==> src/prs_params.svh <==
// Purpose: offsets, reset values and slope arithmetic constants of the result store
// Assumes: byte-wide registers behind a 16-bit register address
// Notes:   definitions only
`ifndef PRS_PARAMS_SVH
`define PRS_PARAMS_SVH

// ----------------------------------------------------------------------
// register addresses
// ----------------------------------------------------------------------
`define PRS_ADDR_THR_HI    16'h005e
`define PRS_ADDR_THR_LO    16'h005f
`define PRS_ADDR_TEMP      16'h0070
`define PRS_ADDR_VOLT      16'h0071
`define PRS_ADDR_INDEX     16'h0075
`define PRS_ADDR_HIST_BASE 16'h0076
`define PRS_ADDR_HIST_LAST 16'h008d

// ----------------------------------------------------------------------
// reset values
// ----------------------------------------------------------------------
`define PRS_RST_THR        16'h0040
`define PRS_RST_TEMP       8'h00
`define PRS_RST_VOLT       8'h00
`define PRS_RST_INDEX      8'h76
`define PRS_RST_HIST       16'h0000
`define PRS_RST_RDATA      8'h00

// ----------------------------------------------------------------------
// slope arithmetic
// ----------------------------------------------------------------------
`define PRS_SLOPE_SHIFT    7
`define PRS_RISE_MAX       8'hfe
`define PRS_HIST_DEPTH     12
`define PRS_DIV_MAX_CYC    30

`endif

==> src/prs_pkg.sv <==
// Purpose: types shared by the result store files
// Assumes: nothing
// Notes:   constants live in prs_params.svh
package prs_pkg;

  // ----------------------------------------------------------------------
  // divider sequencer states
  // ----------------------------------------------------------------------
  typedef enum logic [1:0] {
    DIV_IDLE,
    DIV_RUN,
    DIV_DONE
  } prs_div_state_t;

endpackage : prs_pkg

==> src/prs_divider.sv <==
// Purpose: unsigned restoring divider, one quotient bit per cycle
// Assumes: start only while busy_out is low
// Notes:   quotient valid when done_out pulses, held until next start
`timescale 1ns/10ps
`default_nettype none

module prs_divider #(
  parameter int DW = 23,
  parameter int VW = 8
) (
  input  wire logic          clk_in,
  input  wire logic          arst_n_in,
  input  wire logic          start_in,
  input  wire logic [DW-1:0] dividend_in,
  input  wire logic [VW-1:0] divisor_in,
  output logic               busy_out,
  output logic               done_out,
  output logic [DW-1:0]      quot_out
);

  if (DW < 2 || VW < 1) begin : g_bad_width
    $error("prs_divider: widths too small");
  end

  localparam int CW = $clog2(DW + 1);

  prs_pkg::prs_div_state_t state_r;
  logic [DW-1:0]           work_r;
  logic [VW:0]             rem_r;
  logic [VW-1:0]           dvs_r;
  logic [CW-1:0]           cnt_r;
  wire  [VW:0]             rem_shift;
  wire                     fits;
  wire  [VW:0]             rem_sub;

  // ----------------------------------------------------------------------
  // one restoring step
  // ----------------------------------------------------------------------
  assign rem_shift = {rem_r[VW-1:0], work_r[DW-1]};
  assign fits      = rem_shift >= {1'b0, dvs_r};
  assign rem_sub   = rem_shift - {1'b0, dvs_r};
  assign busy_out  = state_r == prs_pkg::DIV_RUN;
  assign done_out  = state_r == prs_pkg::DIV_DONE;
  assign quot_out  = work_r;

  // sequencer and datapath
  always_ff @(posedge clk_in or negedge arst_n_in) begin
    if (!arst_n_in) begin
      state_r <= prs_pkg::DIV_IDLE;
      work_r  <= '0;
      rem_r   <= '0;
      dvs_r   <= '0;
      cnt_r   <= '0;
    end else begin
      case (state_r)
        prs_pkg::DIV_IDLE, prs_pkg::DIV_DONE: begin
          state_r <= prs_pkg::DIV_IDLE;
          if (start_in) begin
            state_r <= prs_pkg::DIV_RUN;
            work_r  <= dividend_in;
            dvs_r   <= divisor_in;
            rem_r   <= '0;
            cnt_r   <= CW'(DW - 1);
          end
        end
        prs_pkg::DIV_RUN: begin
          rem_r  <= fits ? rem_sub : rem_shift;
          work_r <= {work_r[DW-2:0], fits};
          cnt_r  <= cnt_r - 1'b1;
          if (cnt_r == '0) begin
            state_r <= prs_pkg::DIV_DONE;
          end
        end
        default: begin
          state_r <= prs_pkg::DIV_IDLE;
        end
      endcase
    end
  end

endmodule : prs_divider
`default_nettype wire

==> src/prs_result_store.sv <==
// Purpose: slope detection and measurement result registers
// Assumes: byte register port decoded by the serial front end
// Notes:   one pressure sample per sampling period on pressure_valid_in
//
// What this block does
// - with slope detect enabled, set flag when slope exceeds threshold
// - slope is rise in counts times 128 over rising periods plus one
// - period count is consecutive rising samples up to evaluation
// - read-only temperature byte, replaced on each new measurement
// - temperature code means degrees Celsius plus 55, stored as given
// - read-only voltage byte, replaced on each new measurement
// - voltage code means (volts minus 1.22) over 0.01, stored as given
// - read-only index byte holds address of last history byte written
// - history keeps the twelve latest 16-bit pressure samples
// - history is circular, newest sample overwrites the oldest
// - each entry uses two addresses, high byte first, low byte next
// - history mapped read-only at 0x76 to 0x8d, zero after reset
// - slope threshold writable, high byte 0x5e, low byte 0x5f
`timescale 1ns/10ps
`default_nettype none
`include "prs_params.svh"

module prs_result_store #(
  parameter int DEPTH = `PRS_HIST_DEPTH
) (
  input  wire logic        clk_in,
  input  wire logic        arst_n_in,
  input  wire logic [15:0] reg_addr_in,
  input  wire logic        reg_wr_in,
  input  wire logic [7:0]  reg_wdata_in,
  input  wire logic        reg_rd_in,
  output logic      [7:0]  reg_rdata_out,
  input  wire logic        pressure_valid_in,
  input  wire logic [15:0] pressure_in,
  input  wire logic        temp_valid_in,
  input  wire logic [7:0]  temp_code_in,
  input  wire logic        volt_valid_in,
  input  wire logic [7:0]  volt_code_in,
  input  wire logic        slope_detect_enable_in,
  input  wire logic        slope_flag_clear_in,
  output logic             slope_exceeded_flag_out
);

  if (DEPTH < 2 || DEPTH > `PRS_HIST_DEPTH) begin : g_bad_depth
    $error("prs_result_store: DEPTH must be 2 to 12");
  end

  localparam int PW = $clog2(DEPTH);
  localparam int DW = 16 + `PRS_SLOPE_SHIFT;

  // ----------------------------------------------------------------------
  // storage
  // ----------------------------------------------------------------------
  logic [15:0]   hist_r [DEPTH];
  logic [PW-1:0] wr_ptr_r;
  logic [7:0]    hist_index_r;
  logic [15:0]   slope_threshold_r;
  logic [7:0]    temperature_result_r;
  logic [7:0]    voltage_result_r;
  logic [7:0]    rdata_r;
  logic [15:0]   prev_p_r;
  logic [15:0]   base_p_r;
  logic [7:0]    rise_cnt_r;
  logic          have_prev_r;
  logic          flag_r;

  // ----------------------------------------------------------------------
  // slope datapath
  // ----------------------------------------------------------------------
  wire           rising;
  wire  [7:0]    rise_cnt_nxt;
  wire  [15:0]   delta;
  wire           div_busy;
  wire           div_done;
  wire  [DW-1:0] div_quot;
  wire           div_start;
  wire  [DW-1:0] div_dividend;
  wire  [7:0]    div_divisor;
  wire           slope_over;
  wire           flag_set;

  // rising chain length and the rise since the chain began
  assign rising       = have_prev_r && (pressure_in > prev_p_r);
  assign rise_cnt_nxt = (rise_cnt_r == `PRS_RISE_MAX) ? rise_cnt_r
                        : rise_cnt_r + 8'h01;
  assign delta        = pressure_in - base_p_r;
  // a sample during a running division is not evaluated
  assign div_start    = pressure_valid_in && rising && !div_busy
                        && slope_detect_enable_in;
  assign div_dividend = {delta, 7'h00};
  assign div_divisor  = rise_cnt_nxt + 8'h01;
  assign slope_over   = div_quot > {7'h00, slope_threshold_r};
  assign flag_set     = div_done && slope_detect_enable_in
                        && slope_over;

  prs_divider #(
    .DW (DW),
    .VW (8)
  ) prs_divider_inst (
    .clk_in      (clk_in),
    .arst_n_in   (arst_n_in),
    .start_in    (div_start),
    .dividend_in (div_dividend),
    .divisor_in  (div_divisor),
    .busy_out    (div_busy),
    .done_out    (div_done),
    .quot_out    (div_quot)
  );

  // rise tracking per pressure sample
  always_ff @(posedge clk_in or negedge arst_n_in) begin
    if (!arst_n_in) begin
      prev_p_r    <= 16'h0000;
      base_p_r    <= 16'h0000;
      rise_cnt_r  <= 8'h00;
      have_prev_r <= 1'b0;
    end else if (pressure_valid_in) begin
      prev_p_r    <= pressure_in;
      have_prev_r <= 1'b1;
      rise_cnt_r  <= rising ? rise_cnt_nxt : 8'h00;
      if (!rising) begin
        base_p_r <= pressure_in;
      end
    end
  end

  // sticky flag, a set in the clearing cycle wins
  always_ff @(posedge clk_in or negedge arst_n_in) begin
    if (!arst_n_in) begin
      flag_r <= 1'b0;
    end else begin
      flag_r <= flag_set || (flag_r && !slope_flag_clear_in);
    end
  end

  assign slope_exceeded_flag_out = flag_r;

  // ----------------------------------------------------------------------
  // register decode
  // ----------------------------------------------------------------------
  wire  [15:0]   hoff;
  wire           hit_hist;
  wire  [PW-1:0] rd_entry;
  wire  [7:0]    hist_byte;
  wire  [7:0]    index_nxt;
  wire  [PW-1:0] ptr_nxt;
  logic [7:0]    rd_mux;

  assign hoff      = reg_addr_in - `PRS_ADDR_HIST_BASE;
  assign hit_hist  = (reg_addr_in >= `PRS_ADDR_HIST_BASE)
                     && (hoff < 16'(2 * DEPTH));
  assign rd_entry  = hoff[PW:1];
  assign hist_byte = hoff[0] ? hist_r[rd_entry][7:0]
                     : hist_r[rd_entry][15:8];
  assign index_nxt = `PRS_RST_INDEX + 8'h01
                     + {{(7-PW){1'b0}}, wr_ptr_r, 1'b0};
  assign ptr_nxt   = (wr_ptr_r == PW'(DEPTH - 1)) ? '0
                     : wr_ptr_r + 1'b1;

  // read data select, unmapped addresses read zero
  always_comb begin
    rd_mux = 8'h00;
    if (reg_addr_in == `PRS_ADDR_THR_HI) begin
      rd_mux = slope_threshold_r[15:8];
    end else if (reg_addr_in == `PRS_ADDR_THR_LO) begin
      rd_mux = slope_threshold_r[7:0];
    end else if (reg_addr_in == `PRS_ADDR_TEMP) begin
      rd_mux = temperature_result_r;
    end else if (reg_addr_in == `PRS_ADDR_VOLT) begin
      rd_mux = voltage_result_r;
    end else if (reg_addr_in == `PRS_ADDR_INDEX) begin
      rd_mux = hist_index_r;
    end else if (hit_hist) begin
      rd_mux = hist_byte;
    end
  end

  // registered read data
  always_ff @(posedge clk_in or negedge arst_n_in) begin
    if (!arst_n_in) begin
      rdata_r <= `PRS_RST_RDATA;
    end else if (reg_rd_in) begin
      rdata_r <= rd_mux;
    end
  end

  assign reg_rdata_out = rdata_r;

  // threshold bytes, the only writable registers here
  always_ff @(posedge clk_in or negedge arst_n_in) begin
    if (!arst_n_in) begin
      slope_threshold_r <= `PRS_RST_THR;
    end else if (reg_wr_in) begin
      if (reg_addr_in == `PRS_ADDR_THR_HI) begin
        slope_threshold_r[15:8] <= reg_wdata_in;
      end
      if (reg_addr_in == `PRS_ADDR_THR_LO) begin
        slope_threshold_r[7:0] <= reg_wdata_in;
      end
    end
  end

  // compensated codes are stored verbatim, encodings are the producer's
  always_ff @(posedge clk_in or negedge arst_n_in) begin
    if (!arst_n_in) begin
      temperature_result_r <= `PRS_RST_TEMP;
      voltage_result_r     <= `PRS_RST_VOLT;
    end else begin
      if (temp_valid_in) begin
        temperature_result_r <= temp_code_in;
      end
      if (volt_valid_in) begin
        voltage_result_r <= volt_code_in;
      end
    end
  end

  // ----------------------------------------------------------------------
  // rolling history
  // ----------------------------------------------------------------------
  always_ff @(posedge clk_in or negedge arst_n_in) begin
    if (!arst_n_in) begin
      wr_ptr_r     <= '0;
      hist_index_r <= `PRS_RST_INDEX;
    end else if (pressure_valid_in) begin
      wr_ptr_r     <= ptr_nxt;
      hist_index_r <= index_nxt;
    end
  end

  for (genvar i = 0; i < DEPTH; i++) begin : g_hist
    always_ff @(posedge clk_in or negedge arst_n_in) begin
      if (!arst_n_in) begin
        hist_r[i] <= `PRS_RST_HIST;
      end else if (pressure_valid_in && wr_ptr_r == PW'(i)) begin
        hist_r[i] <= pressure_in;
      end
    end
  end

  // ----------------------------------------------------------------------
  // assertions
  // ----------------------------------------------------------------------
  localparam int DIV_MAX_CYC = `PRS_DIV_MAX_CYC;
endmodule : prs_result_store
`default_nettype wire
==> config.mk <==
export PLATFORM = sky130hd
export DESIGN_NAME = prs_result_store
export DESIGN_NICKNAME = d
export VERILOG_FILES = /design/src/prs_pkg.sv /design/src/prs_divider.sv /design/src/prs_result_store.sv
export VERILOG_INCLUDE_DIRS = /design/src
export SDC_FILE = /design/constraint.sdc
export NUM_CORES = 1
export LEC_CHECK = 0
export ABC_CLOCK_PERIOD_IN_PS = 2300
export BUFFER_PORTS_ARGS = -buffer_cell sky130_fd_sc_hd__buf_2
export CAP_MARGIN = 10
export CELL_PAD_IN_SITES_DETAIL_PLACEMENT = 1
export CELL_PAD_IN_SITES_GLOBAL_PLACEMENT = 2
export CORE_UTILIZATION = 38
export DETAILED_ROUTE_END_ITERATION = 10
export PLACE_DENSITY = 0.81
export SETUP_SLACK_MARGIN = 0.15
export SLEW_MARGIN = 20
export SYNTH_ARGS = -nofsm -noshare
export SYNTH_HDL_FRONTEND = slang
export SYNTH_SLANG_ARGS = --single-unit
export TNS_END_PERCENT = 5
==> constraint.sdc <==
create_clock -name clk_in -period 2.3 [get_ports clk_in]
set_clock_uncertainty 0.05 [all_clocks]
set_input_delay 0.345 -clock clk_in [delete_from_list [all_inputs] [get_ports clk_in]]
set_output_delay 0.345 -clock clk_in [all_outputs]
set_load 0.005 [all_outputs]
==> results of run 1 <==
[power groups by stage]
| stage | registers, mW | logic [mW] | clock network, mW |
|---|---|---|---|
| 2_1_floorplan | 8.90 | 5.36 | 0 |
| 3_3_place_gp | 9.24 | 7.28 | 0 |
| 3_5_place_dp | 9.42 | 7.64 | 0 |
| 4_1_cts | 9.35 | 7.98 | 6.34 |
| 5_1_grt | 9.65 | 8.99 | 6.54 |
| 6_report | 9.36 | 8.12 | 6.18 |
[flip-flops by register name (all words and copies together), names as in the netlist, 16 cells and up]
name / cells
base_p_r: 16
prev_p_r: 16
hist_r: 192
prs_divider_inst.quot_out: 23
slope_threshold_r: 16
[final cells by class]
| cell class | count | area (sq um) | share of cell area |
|---|---|---|---|
| multi-input cells | 1061 | 8660 | 0.401 |
| flip-flops and latches | 331 | 8290 | 0.384 |
| repair buffers | 293 | 2330 | 0.108 |
| clock buffers | 57 | 1110 | 0.0516 |
| well taps | 592 | 741 | 0.0343 |
| inverters | 84 | 315 | 0.0146 |
| clock inverters | 10 | 134 | 0.00620 |
[worst max path at each step]
stage | cells past startpoint | slack [ns] | endpoint
2_1_floorplan | 10 | 0.02 | prs_divider_inst.rem_r[6]
3_3_place_gp | 12 | -0.32 | prs_divider_inst.quot_out[21]
3_5_place_dp | 12 | -0.41 | prs_divider_inst.quot_out[21]
4_1_cts | 10 | -0.03 | prs_divider_inst.quot_out[20]
5_1_grt | 10 | -0.20 | prs_divider_inst.quot_out[21]
6_report | 11 | -0.11 | prs_divider_inst.quot_out[17]
[worst max-delay path, delay by kind of cell, from the launching register on]
family / cells / cell delay (ns)
buf+inv: 2 / 0.21
flops: 1 / 0.36
compound gates: 6 / 1.02
fa+ha+maj: 1 / 0.30
simple gates: 1 / 0.15
xor+xnor: 1 / 0.18
[logic make-up (layout without fill, tap and decap cells)]
family	Yosys count	after routing
xor+xnor	28	28
buf+inv	178	444
flops	331	331
simple gates	386	387
fa+ha+maj	68	68
mux	277	277
compound gates	301	301
[cells in the final DEF, fill, tap and decap left out, types with 10 or more instances in the layout]
| master | Yosys | routed |
|---|---|---|
| mux2_2 | 228 | 214 |
| inv_2 | 0 | 11 |
| a31oi_1 | 21 | 18 |
| mux2_4 | 0 | 14 |
| dfrtp_1 | 325 | 324 |
| inv_1 | 83 | 72 |
| buf_4 | 1 | 172 |
| o21ai_0 | 107 | 88 |
| o211ai_1 | 12 | 12 |
| clkbuf_16 | 0 | 39 |
| buf_2 | 12 | 72 |
| a21oi_1 | 61 | 51 |
| nand4_1 | 16 | 16 |
| nor3_1 | 16 | 10 |
| ha_1 | 66 | 52 |
| clkbuf_1 | 74 | 11 |
| mux2i_1 | 23 | 23 |
| a22oi_1 | 14 | 14 |
| nand2b_1 | 10 | 10 |
| buf_12 | 0 | 16 |
| nand2_1 | 191 | 187 |
| nand3_1 | 65 | 65 |
| o21ai_1 | 5 | 21 |
| xor2_1 | 11 | 11 |
| xnor2_1 | 17 | 14 |
| nor2_1 | 38 | 37 |
| a21oi_2 | 0 | 10 |
| nor2b_1 | 16 | 10 |
| dlygate4sd3_1 | 0 | 25 |
| mux4_2 | 26 | 26 |
| ha_4 | 0 | 12 |
[repair_timing]
| action | CTS | global route |
|---|---|---|
| setup buffers | 1 | 1 |
| endpoints found under the setup margin | 67 | 64 |
| gates cloned | 1 | 0 |
| resized for setup | 55 | 48 |
| pin swaps | 31 | 15 |
| hold endpoints to repair | 69 | 0 |
| hold buffers | 25 | 0 |
[routing by layer]
| metal | GRT usage | up-vias |
|---|---|---|
| met4 | 0.0807 | 0 |
| li1 | - | 6103 |
| met2 | 0.397 | 220 |
| met3 | 0.0452 | 87 |
| met1 | 0.301 | 6842 |
| met5 | 0 | - |
==> flow_metrics.env, run 1 <==
export IMPL_synth_top_family_by_area="multiplexers"
export IMPL_power_density_mw_per_mm2=1100
export IMPL_syn_nets=1702
export IMPL_cp_arrival_ns=2.79
export IMPL_dr_wl_met2_um=26300
export IMPL_worstRegToRegCells=11
export IMPL_drive_gt1_frac=0.367
export IMPL_grt_ovfl_total=0
export IMPL_ir_worst_vdd_v=0.000651
export IMPL_internal_power_mw=16.0
export IMPL_synth_most_common_cell="dfrtp_1"
export IMPL_htree_levels=2
export IMPL_nets=1943
export IMPL_synthMuxAreaShare=0.197
export IMPL_max_freq_mhz=415
export IMPL_yosysTopAreaCell="dfrtp_1"
export IMPL_synth_compound_area_frac=0.109
export IMPL_antenna_found_initial=1
export IMPL_p_seq_frac=0.396
export IMPL_synthAdderAreaFrac=0.0505
export IMPL_ys_top_cells_by_count="dfrtp_1, mux2_2, nand2_1"
export IMPL_clkSinkCount=331
export IMPL_wl_met1_um=22900
export IMPL_ys_seq_area_frac=0.483
export IMPL_fin_crit_sh=1.05
export IMPL_pre_cts_ws_ns=-0.407
export IMPL_syn_instance_count=1569
export IMPL_holdPathEnd="slope_threshold_r[2]"
export IMPL_placed_area_sq_mm=0.0196
export IMPL_die_area_sq_mm=0.0460
export IMPL_dr_wl_met3_um=2150
export IMPL_power_mw=23.7
export IMPL_start_kind="flip-flop"
export IMPL_final_antenna_net_count=0
export IMPL_cts_made_buffers=39
export IMPL_synth_area_sq_mm=0.0172
export IMPL_violations="negative setup slack"
export IMPL_cpMaxStageDelayCell="dfrtp_1"
export IMPL_rsz0062_at_grt="yes"
export IMPL_final_area_sq_mm=0.0216
export IMPL_max_stage_delay_ns=0.36
export IMPL_io_buffers=73
export IMPL_worstReg2RegStart="base_p_r[2]"
export IMPL_clkPwrFrac=0.261
export IMPL_clockRootBuffer="clkbuf_16"
export IMPL_fin_cells=2428
export IMPL_dieWidth_um=215
export IMPL_drv_slew=0
export IMPL_worstHoldStart="reg_wdata_in[2]"
export IMPL_hpwl_um=35900
export IMPL_ioPinCount=74
export IMPL_clock_latency_ns=0.56
export IMPL_async_flop_share=1.00
export IMPL_p_switching_mw=7.69
export IMPL_synth_area_top_cells="dfrtp_1, mux2_2, ha_1"
export IMPL_die_h_um=215
export IMPL_whs_ns=0.0330
export IMPL_nFillCells=4774
export IMPL_crit_chain="inv_1 > ha_1 > buf_4 > nor2b_2 > o21a_1 > o21ai_1 > a21oi_2 > a31o_2 > a21oi_2 > xor2_1 > o21ai_1"
export IMPL_maxCapViolCount=0
export IMPL_top_layer="met4"
export IMPL_critPathLaunch="base_p_r[2]"
export IMPL_ys_flop_type="dfrtp_1"
export IMPL_reg2reg_slack_ns=-0.11
export IMPL_hp_class="in -> reg"
export IMPL_tns_ns=-0.353
export IMPL_status="finished, violations left"
export IMPL_p_leak_nw=9.71
export IMPL_hold_depth=2
export IMPL_period_minus_slack_ns=2.41
export IMPL_syn2layout_area_growth_pct=25.8
export IMPL_cp_data_required_time_ns=2.68
export IMPL_place_congestion=0.830
export IMPL_yosys_area_share_simple=0.105
export IMPL_p_sw_frac=0.325
export IMPL_grt_pass1_wl_um=84700
export IMPL_synth_edf_count=0
export IMPL_layout_setup_ws_ns=-0.111
export IMPL_synth_top_area_share=0.474
export IMPL_finish_utilization=0.486
export IMPL_num_rows=77
export IMPL_ys_seq_elements=331
export IMPL_drt_iter0_drc=825
export IMPL_setup_viol=5
export IMPL_cp_max_fo=3
export IMPL_vias=13300
export IMPL_placed_cells=2333
export IMPL_maxSlewHeadroom=0.522
export IMPL_clk_pin_slew_ns=0.06
export IMPL_wirelength_um=53000
export IMPL_grtUsageTotal=0.235
export IMPL_synth_xor_area_frac=0.0143
export IMPL_viasPerCell=5.46
export IMPL_ys_warn_count=0
export IMPL_drcViolationCount=0
export IMPL_worstSetupEndpointType="flip-flop"
export IMPL_synth_cell_types=73
export IMPL_grt_pass1_vias=14700
export IMPL_fp_coreArea_sq_mm=0.0444
export IMPL_wl_per_cell_um=21.8
export IMPL_start_util=0.386
export IMPL_hold_viol_final=0
export IMPL_worstReg2RegEnd="prs_divider_inst.quot_out[17]"
export IMPL_cts_tree="yes"
export IMPL_tightest_slew_ns=0.717
export IMPL_grt_max_degree=75
export IMPL_combPwrFrac=0.343
export IMPL_synth_area_per_cell_sq_um=10.9
export IMPL_critPathKind="reg -> reg"
export IMPL_clock_path_buffers=3
export IMPL_diodes=0
export IMPL_first_pass_iters=5
No activity file was read; power rests on OpenSTA's default activity.
==> run 2: changes to the inputs <==
SKIP_LAST_GASP = 1   (was not set)
SLEW_MARGIN = 40   (was 20)
==> run 2 against run 1 <==
  * The run still ends with negative setup slack left
  * Sequential cell count stayed put
  * Combinational power is 4.3% lower
  * Critical path depth is 1 lower
  * Utilization is 0.85 points lower
  * Critical endpoint is now prs_divider_inst.quot_out[22]
  * Largest power group unchanged
  * Final cell count hardly changed
  * Routed wire length is 1.8% lower
  * Cell area is 1.7% lower
  * Worst setup slack better by 0.022 ns
  * Via count is 0.81% lower
  * Clock power hardly changed
  * Total power is 1.5% lower
  * Sequential share of layout area is 0.67 points higher
==> flow_metrics.env, run 2 (synthesized netlist as in run 1, its figures left out) <==
export IMPL_status="finished, violations left"
export IMPL_violations="negative setup slack"
export IMPL_syn2layout_area_growth_pct=23.6
export IMPL_tns_ns=-0.290
export IMPL_hpwl_um=35900
export IMPL_worstHoldStart="reg_wdata_in[2]"
export IMPL_clockRootBuffer="clkbuf_16"
export IMPL_nets=1942
export IMPL_hp_class="in -> reg"
export IMPL_cts_made_buffers=39
export IMPL_grt_busiest_layer="met2"
export IMPL_worstSetupEndpointType="flip-flop"
export IMPL_clk_pin_slew_ns=0.06
export IMPL_cts_tree="yes"
export IMPL_layout_setup_ws_ns=-0.0889
export IMPL_p_switching_mw=7.54
export IMPL_gr_usage_met1=0.300
export IMPL_met2_usage=0.394
export IMPL_p_seq_frac=0.401
export IMPL_viasPerCell=5.42
export IMPL_setup_viol=5
export IMPL_clkPwrFrac=0.265
export IMPL_grt_max_degree=75
export IMPL_grt_ovfl_total=0
export IMPL_ir_worst_vdd_v=0.000650
export IMPL_ioPinCount=74
export IMPL_critPathKind="reg -> reg"
export IMPL_io_buffers=73
export IMPL_hold_viol_final=0
export IMPL_cp_arrival_ns=2.83
export IMPL_drv_slew=0
export IMPL_combPwrFrac=0.333
export IMPL_p_sw_frac=0.323
export IMPL_final_antenna_net_count=0
export IMPL_antenna_found_initial=1
export IMPL_power_density_mw_per_mm2=1100
export IMPL_drt_iter0_drc=784
export IMPL_cpMaxStageDelayCell="or4b_1"
export IMPL_fp_coreArea_sq_mm=0.0444
export IMPL_pre_cts_ws_ns=-0.407
export IMPL_largest_register_ffs=192
export IMPL_wirelength_um=52000
export IMPL_final_cell_mix="dfrtp_1, mux2_2, nand2_1"
export IMPL_max_freq_mhz=419
export IMPL_crit_chain="inv_1 > ha_1 > nor2b_1 > o31a_1 > o21ai_2 > a21oi_2 > a31oi_2 > a21oi_2 > or4b_1 > nand3_1"
export IMPL_grt_use_met3=0.0437
export IMPL_clock_path_buffers=3
export IMPL_rsz0062_at_grt="yes"
export IMPL_tightest_slew_ns=0.709
export IMPL_drive_gt1_frac=0.341
export IMPL_die_area_sq_mm=0.0460
export IMPL_cp_max_fo=3
export IMPL_largest_register="hist_r"
export IMPL_grtUsageTotal=0.234
export IMPL_start_kind="flip-flop"
export IMPL_place_congestion=0.830
export IMPL_holdPathEnd="slope_threshold_r[2]"
export IMPL_num_rows=77
export IMPL_fin_crit_sh=1.04
export IMPL_first_pass_iters=5
export IMPL_cpMostUsedCell="a21oi_2"
export IMPL_period_minus_slack_ns=2.39
export IMPL_maxSlewHeadroom=0.527
export IMPL_diodes=0
export IMPL_p_leak_nw=9.61
export IMPL_whs_ns=0.0334
export IMPL_hold_depth=2
export IMPL_reg2reg_slack_ns=-0.09
export IMPL_drcViolationCount=0
export IMPL_final_common_cell="dfrtp_1"
export IMPL_vias=13100
export IMPL_dieWidth_um=215
export IMPL_cp_data_required_time_ns=2.74
export IMPL_htree_levels=2
export IMPL_clkSinkCount=331
export IMPL_clock_latency_ns=0.56
export IMPL_maxCapViolCount=0
export IMPL_worstRegToRegCells=10
export IMPL_start_util=0.386
export IMPL_grt_pass1_vias=14600
export IMPL_wl_per_cell_um=21.4
export IMPL_max_stage_delay_ns=0.49
export IMPL_internal_power_mw=15.8
export IMPL_worstReg2RegStart="base_p_r[1]"
export IMPL_worstReg2RegEnd="prs_divider_inst.quot_out[22]"
export IMPL_die_h_um=215
export IMPL_grt_pass1_wl_um=84100
==> run 2: cell count changes in the layout (fill, tap and decap cells not counted), moves of 5 or more <==
cell,previous run,this run
buf_4,172,177
ha_1,52,66
mux2_2,214,228
inv_1,72,83
o21ai_0,88,100
ha_4,12,0
inv_2,11,0
o21ai_1,21,9
mux2_4,14,0
==> run 2: layer usage <==
| layer | vias to the layer above | wire, um |
|---|---|---|
| li1 | 6085 | - |
| met1 | 6730 | 22700 |
| met2 | 245 | 25400 |
| met3 | 85 | 2210 |
| met4 | 0 | 1690 |
| met5 | - | 0 |
==> run 2: timing repair <==
action                                 4_1_cts  5_1_grt
gates cloned                                 1        0
endpoints found under the hold margin       69        0
buffers inserted                             1        0
resized for setup                           16        2
hold buffers                                25        0
setup endpoints to repair                   67       64
pin swaps                                    6        3
==> run 2: worst max-delay path by stage <==
stage | from | to
3_3_place_gp | pressure_in[1] | prs_divider_inst.quot_out[21]
3_5_place_dp | pressure_in[1] | prs_divider_inst.quot_out[21]
5_1_grt | base_p_r[1] | prs_divider_inst.quot_out[22]
4_1_cts | base_p_r[1] | prs_divider_inst.quot_out[20]
6_report | base_p_r[1] | prs_divider_inst.quot_out[22]
2_1_floorplan | prs_divider_inst.dvs_r[1] | prs_divider_inst.rem_r[6]
==> run 2: area by class of cell <==
cell class              instances  area [sq um]
fillers                      4814         23200
inverters                      84           315
clock buffers                  57          1110
clock inverters                10           134
repair buffers                292          2290
multi-input cells            1061          8330
well taps                     592           741
flip-flops and latches        331          8290
==> run 2: through the flow <==
| step | util | power, mW | cells | area [sq um] |
|---|---|---|---|---|
| floorplan | - | 14.3 | 1569 | 17200 |
| global placement | 0.442 | 16.5 | 2333 | 19600 |
| detailed placement | 0.442 | 17.1 | 2333 | 19600 |
| CTS | 0.477 | 23.5 | 2427 | 21200 |
| global route | 0.477 | 24.8 | 2427 | 21200 |
| finish | 0.477 | 23.3 | 2427 | 21200 |
==> run 2: critical path, delay by kind of cell, from the launching register on <==
family | cells | cell delay (ns)
DFF | 1 | 0.37
AOI/OAI and AO/OA | 5 | 0.86
buffers and inverters | 1 | 0.08
adders and majority gates | 1 | 0.22
and+or+nand+nor | 3 | 0.73
==> run 2: power by group through the flow <==
stage	sequential, mW	combinational, mW	clock (mW)
4_1_cts	9.35	7.81	6.34
2_1_floorplan	8.90	5.36	0
6_report	9.35	7.77	6.19
5_1_grt	9.63	8.62	6.55
3_3_place_gp	9.24	7.28	0
3_5_place_dp	9.42	7.64	0
